$ cat src/design/pmcc_consts.svh
// constants for the push-motion current control block
`ifndef PMCC_CONSTS_SVH
`define PMCC_CONSTS_SVH
`define PMCC_CUR_W          10
`define PMCC_CUR_MAX        10'h3e8
`define PMCC_CUR_RST        10'h3e8
`define PMCC_CUTBACK_EN_RST 1'b1
`define PMCC_DELAY_W        10
`define PMCC_DELAY_MAX_MS   10'h3e8
`define PMCC_DELAY_RST_MS   10'h064
`define PMCC_STANDSTILL_RST 1'b0
`define PMCC_CLK_MHZ        125
`define PMCC_MS_NS          1000000
`define PMCC_CLK_NS         8
`define PMCC_MS_CYCLES      (`PMCC_MS_NS / `PMCC_CLK_NS)
`define PMCC_MAX_SEL_PINS   5
`define PMCC_POS_W          32
`endif

$ cat src/design/pmcc_pkg.sv
// types for the push-motion current control block
`default_nettype none
package pmcc_pkg;
    typedef enum logic [2:0] {
        PMCC_RUN  = 3'b001,
        PMCC_WAIT = 3'b010,
        PMCC_CUT  = 3'b100
    } pmcc_cur_state_t;
endpackage
`default_nettype wire

$ cat src/design/pmcc_push_ctrl.sv
// push-motion current control: current choice, cutback, torque flag, deviation
`default_nettype none
`include "pmcc_consts.svh"
module pmcc_push_ctrl #(
    parameter int SEL_W     = 8,
    parameter int ENTRIES   = 256,
    parameter int MS_CYCLES = `PMCC_MS_CYCLES
) (
    input  wire logic                     mclk_i,
    input  wire logic                     rst_n_i,
    input  wire logic                     ce_i,
    input  wire logic                     push_mode_i,
    input  wire logic                     step_i,
    input  wire logic                     dir_i,
    input  wire logic                     shaft_step_i,
    input  wire logic [SEL_W-1:0]         data_number_select_i,
    input  wire logic [SEL_W-1:0]         sel_assign_mask_i,
    input  wire logic                     cur_wr_i,
    input  wire logic [7:0]               cur_wr_idx_i,
    input  wire logic [`PMCC_CUR_W-1:0]   cur_wr_val_i,
    input  wire logic                     cutback_en_wr_i,
    input  wire logic                     cutback_en_i,
    input  wire logic                     delay_wr_i,
    input  wire logic [`PMCC_DELAY_W-1:0] delay_ms_i,
    input  wire logic                     standstill_wr_i,
    input  wire logic                     standstill_op_i,
    input  wire logic [`PMCC_CUR_W-1:0]   stop_cur_i,
    input  wire logic [`PMCC_CUR_W-1:0]   torque_i,
    input  wire logic                     overload_i,
    input  wire logic [`PMCC_POS_W-1:0]   dev_limit_i,
    output logic      [`PMCC_CUR_W-1:0]   cur_cmd_o,
    output logic      [`PMCC_CUR_W-1:0]   torque_limit_o,
    output logic                          torque_limit_reached_o,
    output logic                          overload_alarm_o,
    output logic                          deviation_alarm_o,
    output logic      [`PMCC_POS_W-1:0]   deviation_o,
    output logic                          catch_up_o,
    output logic                          sel_assign_err_o
);
    logic [`PMCC_CUR_W-1:0]   cur_tab_ff [ENTRIES];
    logic                     cutback_en_ff;
    logic [`PMCC_DELAY_W-1:0] delay_ms_ff;
    logic                     standstill_op_ff;
    logic [SEL_W-1:0]         sel_eff;
    logic                     sel_err;
    logic [7:0]               data_no;
    logic [`PMCC_CUR_W-1:0]   op_cur;
    pmcc_pkg::pmcc_cur_state_t state_ff;
    pmcc_pkg::pmcc_cur_state_t nxt_state;
    logic [31:0]              tick_ff;
    logic [`PMCC_DELAY_W-1:0] ms_ff;
    logic [`PMCC_POS_W-1:0]   dev_ff;
    logic                     push_ff;
    logic [`PMCC_CUR_W-1:0]   nxt_cur;
    logic                     delay_done;

    pmcc_sel_decode #(.SEL_W(SEL_W)) u_sel (
        .sel_i        (data_number_select_i),
        .assign_mask_i(sel_assign_mask_i),
        .sel_eff_o    (sel_eff),
        .assign_err_o (sel_err)
    );

    assign data_no = 8'(sel_eff);
    assign op_cur  = cur_tab_ff[data_no];

    // operation data table, writes above the range are clamped
    genvar g;
    generate
        for (g = 0; g < ENTRIES; g++) begin : g_tab
            always_ff @(posedge mclk_i) begin
                if (!rst_n_i) begin
                    cur_tab_ff[g] <= `PMCC_CUR_RST;
                end else if (ce_i && cur_wr_i && (cur_wr_idx_i == 8'(g))) begin
                    cur_tab_ff[g] <= (cur_wr_val_i > `PMCC_CUR_MAX) ?
                                     `PMCC_CUR_MAX : cur_wr_val_i;
                end
            end
        end
    endgenerate

    always_ff @(posedge mclk_i) begin
        if (!rst_n_i) begin
            cutback_en_ff    <= `PMCC_CUTBACK_EN_RST;
            delay_ms_ff      <= `PMCC_DELAY_RST_MS;
            standstill_op_ff <= `PMCC_STANDSTILL_RST;
        end else if (ce_i) begin
            if (cutback_en_wr_i) begin
                cutback_en_ff <= cutback_en_i;
            end
            if (delay_wr_i) begin
                delay_ms_ff <= (delay_ms_i > `PMCC_DELAY_MAX_MS) ?
                               `PMCC_DELAY_MAX_MS : delay_ms_i;
            end
            if (standstill_wr_i) begin
                standstill_op_ff <= standstill_op_i;
            end
        end
    end

    AST_DELAY_RANGE: assert property (@(posedge mclk_i) disable iff (!rst_n_i)
        delay_ms_ff <= `PMCC_DELAY_MAX_MS)
        else $error("cutback delay above range");
    AST_CB_HOLD: assert property (@(posedge mclk_i) disable iff (!rst_n_i)
        !(ce_i && cutback_en_wr_i) |=> cutback_en_ff == $past(cutback_en_ff))
        else $error("cutback setting changed without a write");

    // millisecond timer since last step pulse
    assign delay_done = (ms_ff >= delay_ms_ff);
    always_ff @(posedge mclk_i) begin
        if (!rst_n_i) begin
            tick_ff <= 32'h0;
            ms_ff   <= '0;
        end else if (ce_i) begin
            if (step_i) begin
                tick_ff <= 32'h0;
                ms_ff   <= '0;
            end else if (!delay_done) begin
                if (tick_ff == 32'(MS_CYCLES - 1)) begin
                    tick_ff <= 32'h0;
                    ms_ff   <= ms_ff + 10'h001;
                end else begin
                    tick_ff <= tick_ff + 32'h1;
                end
            end
        end
    end

    always_comb begin
        case (state_ff)
            pmcc_pkg::PMCC_RUN:  nxt_state = step_i ? pmcc_pkg::PMCC_RUN : pmcc_pkg::PMCC_WAIT;
            pmcc_pkg::PMCC_WAIT: begin
                if (step_i) begin
                    nxt_state = pmcc_pkg::PMCC_RUN;
                end else if (delay_done) begin
                    nxt_state = pmcc_pkg::PMCC_CUT;
                end else begin
                    nxt_state = pmcc_pkg::PMCC_WAIT;
                end
            end
            pmcc_pkg::PMCC_CUT:  nxt_state = step_i ? pmcc_pkg::PMCC_RUN : pmcc_pkg::PMCC_CUT;
            default:             nxt_state = pmcc_pkg::PMCC_RUN;
        endcase
    end

    always_ff @(posedge mclk_i) begin
        if (!rst_n_i) begin
            state_ff <= pmcc_pkg::PMCC_RUN;
        end else if (ce_i) begin
            state_ff <= nxt_state;
        end
    end

    AST_STATE_ONEHOT: assert property (@(posedge mclk_i) disable iff (!rst_n_i)
        $onehot(state_ff))
        else $error("current state not one-hot");
    AST_WAIT_NO_CUT: assert property (@(posedge mclk_i) disable iff (!rst_n_i)
        ce_i && state_ff == pmcc_pkg::PMCC_WAIT && !step_i && !delay_done
            |=> state_ff == pmcc_pkg::PMCC_WAIT)
        else $error("left the wait state before the delay");

    // current choice: stop current only after delay, when cutback is allowed
    always_comb begin
        nxt_cur = op_cur;
        if (state_ff == pmcc_pkg::PMCC_CUT && cutback_en_ff) begin
            if (!(push_mode_i && standstill_op_ff)) begin
                nxt_cur = stop_cur_i;
            end
        end
    end

    always_ff @(posedge mclk_i) begin
        if (!rst_n_i) begin
            cur_cmd_o      <= `PMCC_CUR_RST;
            torque_limit_o <= `PMCC_CUR_RST;
            push_ff        <= 1'b0;
        end else if (ce_i) begin
            cur_cmd_o      <= nxt_cur;
            torque_limit_o <= op_cur;
            push_ff        <= push_mode_i;
        end
    end

    AST_CUR_STOP: assert property (@(posedge mclk_i) disable iff (!rst_n_i)
        ce_i && state_ff == pmcc_pkg::PMCC_CUT && cutback_en_ff &&
        !(push_mode_i && standstill_op_ff) |=> cur_cmd_o == $past(stop_cur_i))
        else $error("stop current not applied after cutback");
    AST_CUR_PUSH_HOLD: assert property (@(posedge mclk_i) disable iff (!rst_n_i)
        ce_i && push_mode_i && standstill_op_ff |=> cur_cmd_o == $past(op_cur))
        else $error("push standstill current not the operating current");
    AST_CUR_RUN: assert property (@(posedge mclk_i) disable iff (!rst_n_i)
        ce_i && state_ff != pmcc_pkg::PMCC_CUT |=> cur_cmd_o == $past(op_cur))
        else $error("operating current not applied in motion");
    AST_FREEZE_CUR: assert property (@(posedge mclk_i) disable iff (!rst_n_i)
        !ce_i |=> $stable(cur_cmd_o) && $stable(state_ff))
        else $error("current state moved while clock enable low");

    // commanded minus shaft position; pulses count even when shaft stalls
    always_ff @(posedge mclk_i) begin
        if (!rst_n_i) begin
            dev_ff <= '0;
        end else if (ce_i) begin
            case ({step_i, shaft_step_i})
                2'b10:   dev_ff <= dir_i ? dev_ff - 32'h1 : dev_ff + 32'h1;
                2'b01:   dev_ff <= dir_i ? dev_ff + 32'h1 : dev_ff - 32'h1;
                default: dev_ff <= dev_ff;
            endcase
        end
    end

    AST_STEP_UP: assert property (@(posedge mclk_i) disable iff (!rst_n_i)
        ce_i && step_i && !shaft_step_i && !dir_i |=> dev_ff == $past(dev_ff) + 32'h1)
        else $error("forward step not accumulated");
    AST_STEP_DOWN: assert property (@(posedge mclk_i) disable iff (!rst_n_i)
        ce_i && step_i && !shaft_step_i && dir_i |=> dev_ff == $past(dev_ff) - 32'h1)
        else $error("reverse step not accumulated");
    AST_STEP_CANCEL: assert property (@(posedge mclk_i) disable iff (!rst_n_i)
        ce_i && step_i && shaft_step_i |=> dev_ff == $past(dev_ff))
        else $error("step and shaft step did not cancel");
    AST_SHAFT_DOWN: assert property (@(posedge mclk_i) disable iff (!rst_n_i)
        ce_i && !step_i && shaft_step_i && !dir_i |=> dev_ff == $past(dev_ff) - 32'h1)
        else $error("forward shaft step not released");
    AST_SHAFT_UP: assert property (@(posedge mclk_i) disable iff (!rst_n_i)
        ce_i && !step_i && shaft_step_i && dir_i |=> dev_ff == $past(dev_ff) + 32'h1)
        else $error("reverse shaft step not released");
    AST_FREEZE_DEV: assert property (@(posedge mclk_i) disable iff (!rst_n_i)
        !ce_i |=> $stable(dev_ff) && $stable(deviation_o))
        else $error("deviation moved while clock enable low");

    logic [`PMCC_POS_W-1:0] dev_abs;
    assign dev_abs = dev_ff[`PMCC_POS_W-1] ? (~dev_ff + 32'h1) : dev_ff;

    always_ff @(posedge mclk_i) begin
        if (!rst_n_i) begin
            torque_limit_reached_o <= 1'b0;
            overload_alarm_o       <= 1'b0;
            deviation_alarm_o      <= 1'b0;
            deviation_o            <= '0;
            catch_up_o             <= 1'b0;
            sel_assign_err_o       <= 1'b0;
        end else if (ce_i) begin
            torque_limit_reached_o <= push_mode_i && (torque_i >= op_cur);
            overload_alarm_o       <= overload_i && !push_mode_i;
            if (dev_abs > dev_limit_i) begin
                deviation_alarm_o <= 1'b1;
            end
            deviation_o            <= dev_ff;
            // load released: drive out the backlog at high speed
            catch_up_o             <= push_ff && (dev_ff != '0) && (torque_i < op_cur);
            sel_assign_err_o       <= sel_err;
        end
    end

    AST_OVL_SUPPRESS: assert property (@(posedge mclk_i) disable iff (!rst_n_i)
        ce_i && push_mode_i |=> !overload_alarm_o)
        else $error("overload alarm raised in push mode");
    AST_TLC_RISE: assert property (@(posedge mclk_i) disable iff (!rst_n_i)
        ce_i && push_mode_i && torque_i >= op_cur |=> torque_limit_reached_o)
        else $error("torque flag missing");
    AST_TLC_ONLY_PUSH: assert property (@(posedge mclk_i) disable iff (!rst_n_i)
        ce_i && !push_mode_i |=> !torque_limit_reached_o)
        else $error("torque flag outside push mode");
    AST_NO_EARLY_CUT: assert property (@(posedge mclk_i) disable iff (!rst_n_i)
        state_ff == pmcc_pkg::PMCC_CUT |-> delay_done)
        else $error("cutback before delay");
    AST_RESTORE: assert property (@(posedge mclk_i) disable iff (!rst_n_i)
        ce_i && step_i |=> state_ff == pmcc_pkg::PMCC_RUN && ms_ff == '0)
        else $error("step did not restore current");
    AST_NO_CUT_DIS: assert property (@(posedge mclk_i) disable iff (!rst_n_i)
        ce_i && !cutback_en_ff |=> cur_cmd_o == $past(op_cur))
        else $error("cutback while disabled");
    AST_TAB_RANGE: assert property (@(posedge mclk_i) disable iff (!rst_n_i)
        op_cur <= `PMCC_CUR_MAX)
        else $error("current above range");
    AST_SEL_LIMIT: assert property (@(posedge mclk_i) disable iff (!rst_n_i)
        $countones(sel_eff & ~data_number_select_i) == 0 && $countones(u_sel.keep) <= 5)
        else $error("too many select pins");
    AST_DEV_ALARM: assert property (@(posedge mclk_i) disable iff (!rst_n_i)
        ce_i && dev_abs > dev_limit_i |=> deviation_alarm_o)
        else $error("deviation alarm missing");
    AST_OVL_PASS: assert property (@(posedge mclk_i) disable iff (!rst_n_i)
        ce_i && overload_i && !push_mode_i |=> overload_alarm_o)
        else $error("overload alarm missing outside push mode");
    AST_OVL_QUIET: assert property (@(posedge mclk_i) disable iff (!rst_n_i)
        ce_i && !overload_i |=> !overload_alarm_o)
        else $error("overload alarm without overload");
    AST_TLC_LOW: assert property (@(posedge mclk_i) disable iff (!rst_n_i)
        ce_i && torque_i < op_cur |=> !torque_limit_reached_o)
        else $error("torque flag below the limit");
    AST_TLIM_FOLLOW: assert property (@(posedge mclk_i) disable iff (!rst_n_i)
        ce_i |=> torque_limit_o == $past(op_cur))
        else $error("torque limit does not follow push current");
    AST_DEV_STICKY: assert property (@(posedge mclk_i) disable iff (!rst_n_i)
        deviation_alarm_o |=> deviation_alarm_o)
        else $error("deviation alarm cleared without reset");
    AST_DEV_OUT: assert property (@(posedge mclk_i) disable iff (!rst_n_i)
        ce_i |=> deviation_o == $past(dev_ff))
        else $error("deviation output lags the count");
    AST_CATCH_UP: assert property (@(posedge mclk_i) disable iff (!rst_n_i)
        ce_i && push_ff && dev_ff != '0 && torque_i < op_cur |=> catch_up_o)
        else $error("catch-up missing after load release");
    AST_CATCH_IDLE: assert property (@(posedge mclk_i) disable iff (!rst_n_i)
        ce_i && dev_ff == '0 |=> !catch_up_o)
        else $error("catch-up with no backlog");
    AST_SEL_ERR: assert property (@(posedge mclk_i) disable iff (!rst_n_i)
        ce_i |=> sel_assign_err_o == $past(sel_err))
        else $error("select assignment error not reported");
endmodule // pmcc_push_ctrl
`default_nettype wire

$ cat src/design/pmcc_sel_decode.sv
// data-number select decoder with a five-pin assignment limit
`default_nettype none
`include "pmcc_consts.svh"
module pmcc_sel_decode #(
    parameter int SEL_W = 8
) (
    input  wire logic [SEL_W-1:0] sel_i,
    input  wire logic [SEL_W-1:0] assign_mask_i,
    output logic      [SEL_W-1:0] sel_eff_o,
    output logic                  assign_err_o
);
    logic [3:0] cnt;
    logic [SEL_W-1:0] keep;
    always_comb begin
        cnt  = 4'h0;
        keep = '0;
        for (int i = 0; i < SEL_W; i++) begin
            // only the first five mapped inputs are honoured
            if (assign_mask_i[i] && (cnt < 4'(`PMCC_MAX_SEL_PINS))) begin
                keep[i] = 1'b1;
                cnt     = cnt + 4'h1;
            end
        end
    end
    assign sel_eff_o    = sel_i & keep;
    assign assign_err_o = (assign_mask_i & ~keep) != '0;
endmodule // pmcc_sel_decode
`default_nettype wire

$ cat config.mk
export PLATFORM = sky130hd
export DESIGN_NAME = pmcc_push_ctrl
export DESIGN_NICKNAME = d
export VERILOG_FILES = /design/src/design/pmcc_pkg.sv /design/src/design/pmcc_push_ctrl.sv /design/src/design/pmcc_sel_decode.sv
export VERILOG_INCLUDE_DIRS = /design/src /design/src/design
export SDC_FILE = /design/constraint.sdc
export NUM_CORES = 2
export LEC_CHECK = 0
export BUFFER_PORTS_ARGS = -buffer_cell sky130_fd_sc_hd__buf_4
export CAP_MARGIN = 20
export CORE_MARGIN = 2
export CORE_UTILIZATION = 57
export DETAILED_ROUTE_END_ITERATION = 8
export PLACE_DENSITY = 0.74
export SLEW_MARGIN = 20
export SYNTH_ARGS = -nofsm -noshare
export SYNTH_HDL_FRONTEND = slang
export SYNTH_HIERARCHICAL = 1
export SYNTH_SLANG_ARGS = --single-unit
$ cat constraint.sdc
create_clock -name mclk_i -period 8.1 [get_ports mclk_i]
set_input_delay 1.62 -clock mclk_i [delete_from_list [all_inputs] [get_ports mclk_i]]
set_output_delay 1.62 -clock mclk_i [all_outputs]
set_load 0.02 [all_outputs]
# == Word level (Yosys, flattened, before mapping) ==
# Memory sizes are Yosys's and may differ from the RTL's.
# Index checks and enable logic that the tools add are counted.
# Widths: inputs -> output; s select.
# classes
reduce_logical,283
n_eq_ne,262
n_bitwise,260
n_mux,1059
n_addsub,11
n_lt_le_gt_ge,13
# op_table
operator,n
$mux 10,263
$eq 8x8->1 const B,128
$mux 1,778
$eq 8x7->1 const B,64
$logic_and 1x1->1,270
$eq 8x6->1 const B,32
$or 1x1->1,256
$mux 32,6
$eq 8x5->1 const B,16
$add 32x1->32 const B,3
$eq 8x4->1 const B,8
$pmux 32 s2,1
$eq 32x17->1 const B,1
$eq 8x3->1 const B,4
$gt 32x32->1,1
$not 32->32,1
$reduce_bool 32->1,1
$sub 32x1->32 const B,1
$lt 4x3->1 const B,7
$add 4x1->4 const B,6
$mux 4,6
$ge 10x10->1,2
$gt 10x10->1 const B,2
$and 8x8->8,2
other kinds (20),29
# word_totals
ramBits,2560
elab_cells,1905
input_bits,110
mem_count,1
ff_bits,147
# memory_table
name,words,width,read_ports,rd_ports_with_merged_regs,write_ports,line_no,text
cur_tab_ff,256,10,1,0,256,pmcc_push_ctrl.sv:40,logic [`PMCC_CUR_W-1:0] cur_tab_ff [ENTRIES];

# == Logic depth before layout (Yosys ltp) ==
# An unclocked memory read counts as a cell.
# logic_depth
word_depth,26
mapped_depth,41

# == Cells and area by module ==
# Netlist, hierarchy kept.
# by_module_without_submodules
mod,cells_each,area_each_um2,instances
pmcc_push_ctrl,9003,124199.1,1
pmcc_sel_decode,100,762.0,1

# == Worst setup path after synthesis ==
# Ideal clock, no wire load.
# synth_path
path_kind,input -> register
from,in sel_assign_mask_i[0]
to,reg torque_limit_reached_o
arrival_ps,8242
path_slack_ps,-263
cell_stages,38
path_buffers,3
path_cell_list,inv_1 -> ha_1 -> buf_6 -> xor2_1 -> inv_1 -> ha_1 -> nand4b_2 -> a221oi_1 -> a31o_2 -> inv_1 -> ha_1 -> o21ai_2 -> mux2_2 -> inv_1 -> ha_1 -> a211oi_1 -> nand3b_2 -> xnor2_1 -> [2 not listed] -> and2_1 -> clkbuf_1 -> or2_2 -> buf_1 -> a31oi_1 -> o21ai_0 -> or4_1 -> o211ai_1 -> ha_1 -> nor2b_1 -> o21a_1 -> o21a_1 -> o21ai_0 -> nand2b_1 -> a21oi_1 -> o221ai_1 -> o2111ai_1 -> nand2_1
# synth_lines
element,line_no,text
start: declaration,pmcc_push_ctrl.sv:17,"input wire logic [SEL_W-1:0] sel_assign_mask_i,"
$mux 1 (*),pmcc_sel_decode.sv:19,if (assign_mask_i[i] && (cnt < 4'(`PMCC_MAX_SEL_PINS))) begin
$lt 4x3->1,pmcc_sel_decode.sv:19,
$logic_and 1x1->1,pmcc_sel_decode.sv:19,
$mux 4 (*),pmcc_sel_decode.sv:19,
$lt 4x3->1,pmcc_sel_decode.sv:19,
$logic_and 1x1->1,pmcc_sel_decode.sv:19,
$mux 4 (*),pmcc_sel_decode.sv:19,
$lt 4x3->1,pmcc_sel_decode.sv:19,
[8 not listed],-,
$lt 4x3->1 (*),pmcc_sel_decode.sv:19,
$logic_and 1x1->1 (*),pmcc_sel_decode.sv:19,
$mux 1 (*),pmcc_sel_decode.sv:19,
$and 8x8->8 (*),pmcc_sel_decode.sv:25,assign sel_eff_o = sel_i & keep;
net data_no[6],pmcc_push_ctrl.sv:46,logic [7:0] data_no;
$mem_v2 256x10 (*),-,
$ge 10x10->1 (*),pmcc_push_ctrl.sv:242,torque_limit_reached_o <= push_mode_i && (torque_i >= op_cur);
$logic_and 1x1->1 (*),pmcc_push_ctrl.sv:242,
end signal: assignment,pmcc_push_ctrl.sv:242,
end: declaration,pmcc_push_ctrl.sv:33,"output logic torque_limit_reached_o,"
# Mark *: on every way through the listed nets, which the timed path passes. The rest lies on a longest branch.
# A chain may end at the register's enable or synchronous reset.

# == Final worst setup path ==
# layout_path
from,in sel_assign_mask_i[0]
to,reg catch_up_o
# layout_between
elab_chain_cells,26
# layout_rtl
element,line_no,text
$mux 1 (*),pmcc_sel_decode.sv:19,
$lt 4x3->1,pmcc_sel_decode.sv:19,
$logic_and 1x1->1,pmcc_sel_decode.sv:19,
$mux 4 (*),pmcc_sel_decode.sv:19,
$lt 4x3->1,pmcc_sel_decode.sv:19,
$logic_and 1x1->1,pmcc_sel_decode.sv:19,
$mux 4 (*),pmcc_sel_decode.sv:19,
$lt 4x3->1,pmcc_sel_decode.sv:19,
[11 not listed],-,
$lt 4x3->1 (*),pmcc_sel_decode.sv:19,
$logic_and 1x1->1 (*),pmcc_sel_decode.sv:19,
$mux 1 (*),pmcc_sel_decode.sv:19,
$and 8x8->8 (*),pmcc_sel_decode.sv:25,
net data_no[7],pmcc_push_ctrl.sv:46,
$mem_v2 256x10 (*),-,
$lt 10x10->1 (*),pmcc_push_ctrl.sv:249,catch_up_o <= push_ff && (dev_ff != '0) && (torque_i < op_cur);
$logic_and 1x1->1 (*),pmcc_push_ctrl.sv:249,
end signal: assignment,pmcc_push_ctrl.sv:249,
end: declaration,pmcc_push_ctrl.sv:37,"output logic catch_up_o,"
# Marked as above.

==> flow_summary.json <==
{
  "status": "completed",
  "synth_area_leaders": "edfxtp_1 (62%), mux4_2 (12%), or3_1 (4.1%)",
  "r2r-end": "deviation_alarm_o",
  "r2r_cells": 18,
  "wl_per_cell_um": 33.7,
  "h-tree-depth": 5,
  "syn_inst": 9103,
  "cp.required_ns": 9.01,
  "crit_top_cell": "ha_1",
  "critPathMaxStageDelay_ns": 0.54,
  "setup_viol": 0,
  "yosys_warnings": 6,
  "place_ws_ns": -0.765,
  "cts_sinks": 2707,
  "setup_ws_ns": 0.418,
  "syn_nets": 9283,
  "period_needed_ns": 7.68,
  "yosysSeqAreaShare_pct": 63.9,
  "crit_start": "sel_assign_mask_i[0]",
  "max_slew_margin_pct": 14.3,
  "regArea_um2": 79800,
  "cts_hold_buf": 0,
  "remaining_drc_errors": 0,
  "clk_latency_ns": 0.98,
  "dieHeight_um": 472,
  "synthDistinctLibCells": 86,
  "synth_top_area_share_pct": 61.5,
  "rrSetupSlack_ns": 3.58,
  "clock-root-buffer": "clkbuf_16",
  "grt_pass1_vias": 82100,
  "synthArstFlopShare_pct": 0,
  "hold_viol": 0,
  "fill_cells": 15300,
  "drv_slew": 0,
  "syn_to_final_growth_pct": 12.5,
  "viasPerCell": 6.89,
  "grt-ovfl-total": 0,
  "synth_area_leader_cell": "edfxtp_1",
  "rows": 171,
  "synth_area_um2": 125000,
  "synth.avg_cell_area_um2": 13.7,
  "antenna_left": 0,
  "dieWidth_um": 472,
  "firstDrtPassIters": 8,
  "post-route-period-util_pct": 94.8,
  "finalWeightedCongestion": 1.02,
  "grt_max_degree": 172,
  "num_io_pins": 167,
  "crit_fanout": 4,
  "multi_input_area_um2": 41600,
  "grt_antenna_before_repair": 41,
  "synth_edf_count": 2560,
  "start_util_pct": 57.4,
  "power_leakage_uw": 0.0462,
  "hp-class": "reg -> reg",
  "cts_buffer_depth": 4,
  "power.density_nw_per_um2": 232,
  "arrival_ns": 8.60,
  "nets": 9466,
  "ir_drop_uv": 259,
  "power_uw": 32600,
  "setup.worst_path.end": "catch_up_o",
  "crit-reg2reg-launch": "dev_ff[10]",
  "skew_ns": 0.0829,
  "max_freq_mhz": 130,
  "routed_wirelength_um": 417000,
  "path_clk_slew_ns": 0.06,
  "die-area_um2": 223000,
  "yosys-top-cells-count": "edfxtp_1 (2560), nor2_1 (1256), or3_1 (818)",
  "worst_pin_slew_ns": 1.28,
  "critPathSlowestCell": "or4_4",
  "routed-via-count": 85200,
  "critPathCaptureType": "flip-flop",
  "grt_usage_pct": 37.3,
  "cts_inserted_buffers": 295,
  "hpwlAfterDp_um": 276000,
  "synth_flop_cell": "edfxtp_1",
  "coreArea_um2": 218000,
  "ys_ff_latch": 2707,
  "port_buffers": 166,
  "synth_most_common_cell": "edfxtp_1",
  "dr.first_iter.drc_count": 14800,
  "grt_pass1_wl_um": 595000,
  "drv_cap": 0,
  "drive_above_1_share_pct": 25.8,
  "worstSetupPathType": "in -> reg",
  "startpoint_type": "input pin",
  "cts_tree": "done"
}
layer usage:
layer / GRT usage (%) / share of wire, % / vias up
li1: - / - / 34600
met1: 49.0 / 34 / 42600
met2: 53.9 / 44 / 6750
met3: 13.5 / 16 / 1245
met4: 21.4 / 6.7 / 34
met5: 0.108 / 0.054 / -
area by class of cell:
cell class              instances  area share, %
inverters                      78          0.211
flip-flops and latches       2707           56.8
well taps                    2854           2.54
multi-input cells            5427           29.6
diodes                         20         0.0356
clock buffers                 371           5.58
clock inverters               131          0.721
repair buffers                777           4.54
per-stage QoR:
step	area, um2	std cells	TNS (ns)	hold slack (ns)	util [%]
after floorplan	125000	9103	0	0.432	-
after global placement	131000	11800	-1.55	0.446	60.4
after detailed placement	132000	11800	-1.50	0.451	60.5
after CTS	140000	12300	0	0.460	64.5
after global routing	141000	12400	-0.00206	0.470	64.6
final	141000	12400	0	0.460	64.6
cell usage in the layout (no fill, tap or decap), types with 56 or more instances in the layout:
master,n
edfxtp_1,2560
nor2_1,1220
or3_1,818
buf_4,731
mux4_2,650
or2_2,493
nand2_1,470
nand3_1,336
o21ai_0,303
clkbuf_16,302
dfxtp_1,147
mux2i_1,122
a21oi_1,88
inv_1,74
o22ai_1,68
nor3_1,68
ha_1,68
clkbuf_1,66
clkinv_1,63
nand4_1,56
kinds of logic after synthesis:
family / after synthesis / synth area share [%]
AO/OA/AOI/OAI: 762 / 3.77
XOR/XNOR: 97 / 0.680
adder cells (fa/ha/maj): 70 / 0.701
buffers and inverters: 969 / 3.29
flip-flops: 2707 / 63.9
multiplexers: 796 / 12.9
AND/OR/NAND/NOR: 3702 / 14.8
state kept, by name, summed over array words and instances (netlist names):
name,count
dev_ff,32
cur_tab_ff,2560
cur_cmd_o,10
catch_up_o,1
standstill_op_ff,1
cutback_en_ff,1
torque_limit_o,10
deviation_alarm_o,1
overload_alarm_o,1
delay_ms_ff,10
torque_limit_reached_o,1
sel_assign_err_o,1
tick_ff,32
deviation_o,32
push_ff,1
ms_ff,10
state_ff,3
power by group:
part | leakage [uW] | internal (uW) | total, uW | switching [uW]
Sequential | 0.0264 | 16000 | 16200 | 265
Combinational | 0.0155 | 1280 | 3630 | 2350
Clock | 0.00434 | 7300 | 12800 | 5470
Total | 0.0462 | 24500 | 32600 | 8090
worst min-delay path by stage:
stage	depth (start not counted)	start	endpoint	slack, ns
global placement	2	delay_ms_ff[4]	delay_ms_ff[4]	0.45
floorplan	2	delay_ms_ff[4]	delay_ms_ff[4]	0.43
CTS	2	delay_ms_ff[7]	delay_ms_ff[7]	0.46
finish	2	delay_ms_ff[7]	delay_ms_ff[7]	0.46
detailed placement	2	delay_ms_ff[4]	delay_ms_ff[4]	0.45
global route	2	delay_ms_ff[4]	delay_ms_ff[4]	0.47
repair_timing:
action | in CTS | in global routing
setup buffers | 0 | 0
endpoints found under the setup margin | 0 | 2
gates resized for setup | 0 | 11
critical path, delay by kind of cell:
| kind | cells | cell delay [ns] |
|---|---|---|
| AO/OA/AOI/OAI | 13 | 1.87 |
| XOR/XNOR | 2 | 0.39 |
| adder cells (fa/ha/maj) | 6 | 1.40 |
| buffers and inverters | 7 | 0.68 |
| multiplexers | 2 | 0.49 |
| AND/OR/NAND/NOR | 9 | 2.16 |
No activity file was read; power rests on OpenSTA's default activity.
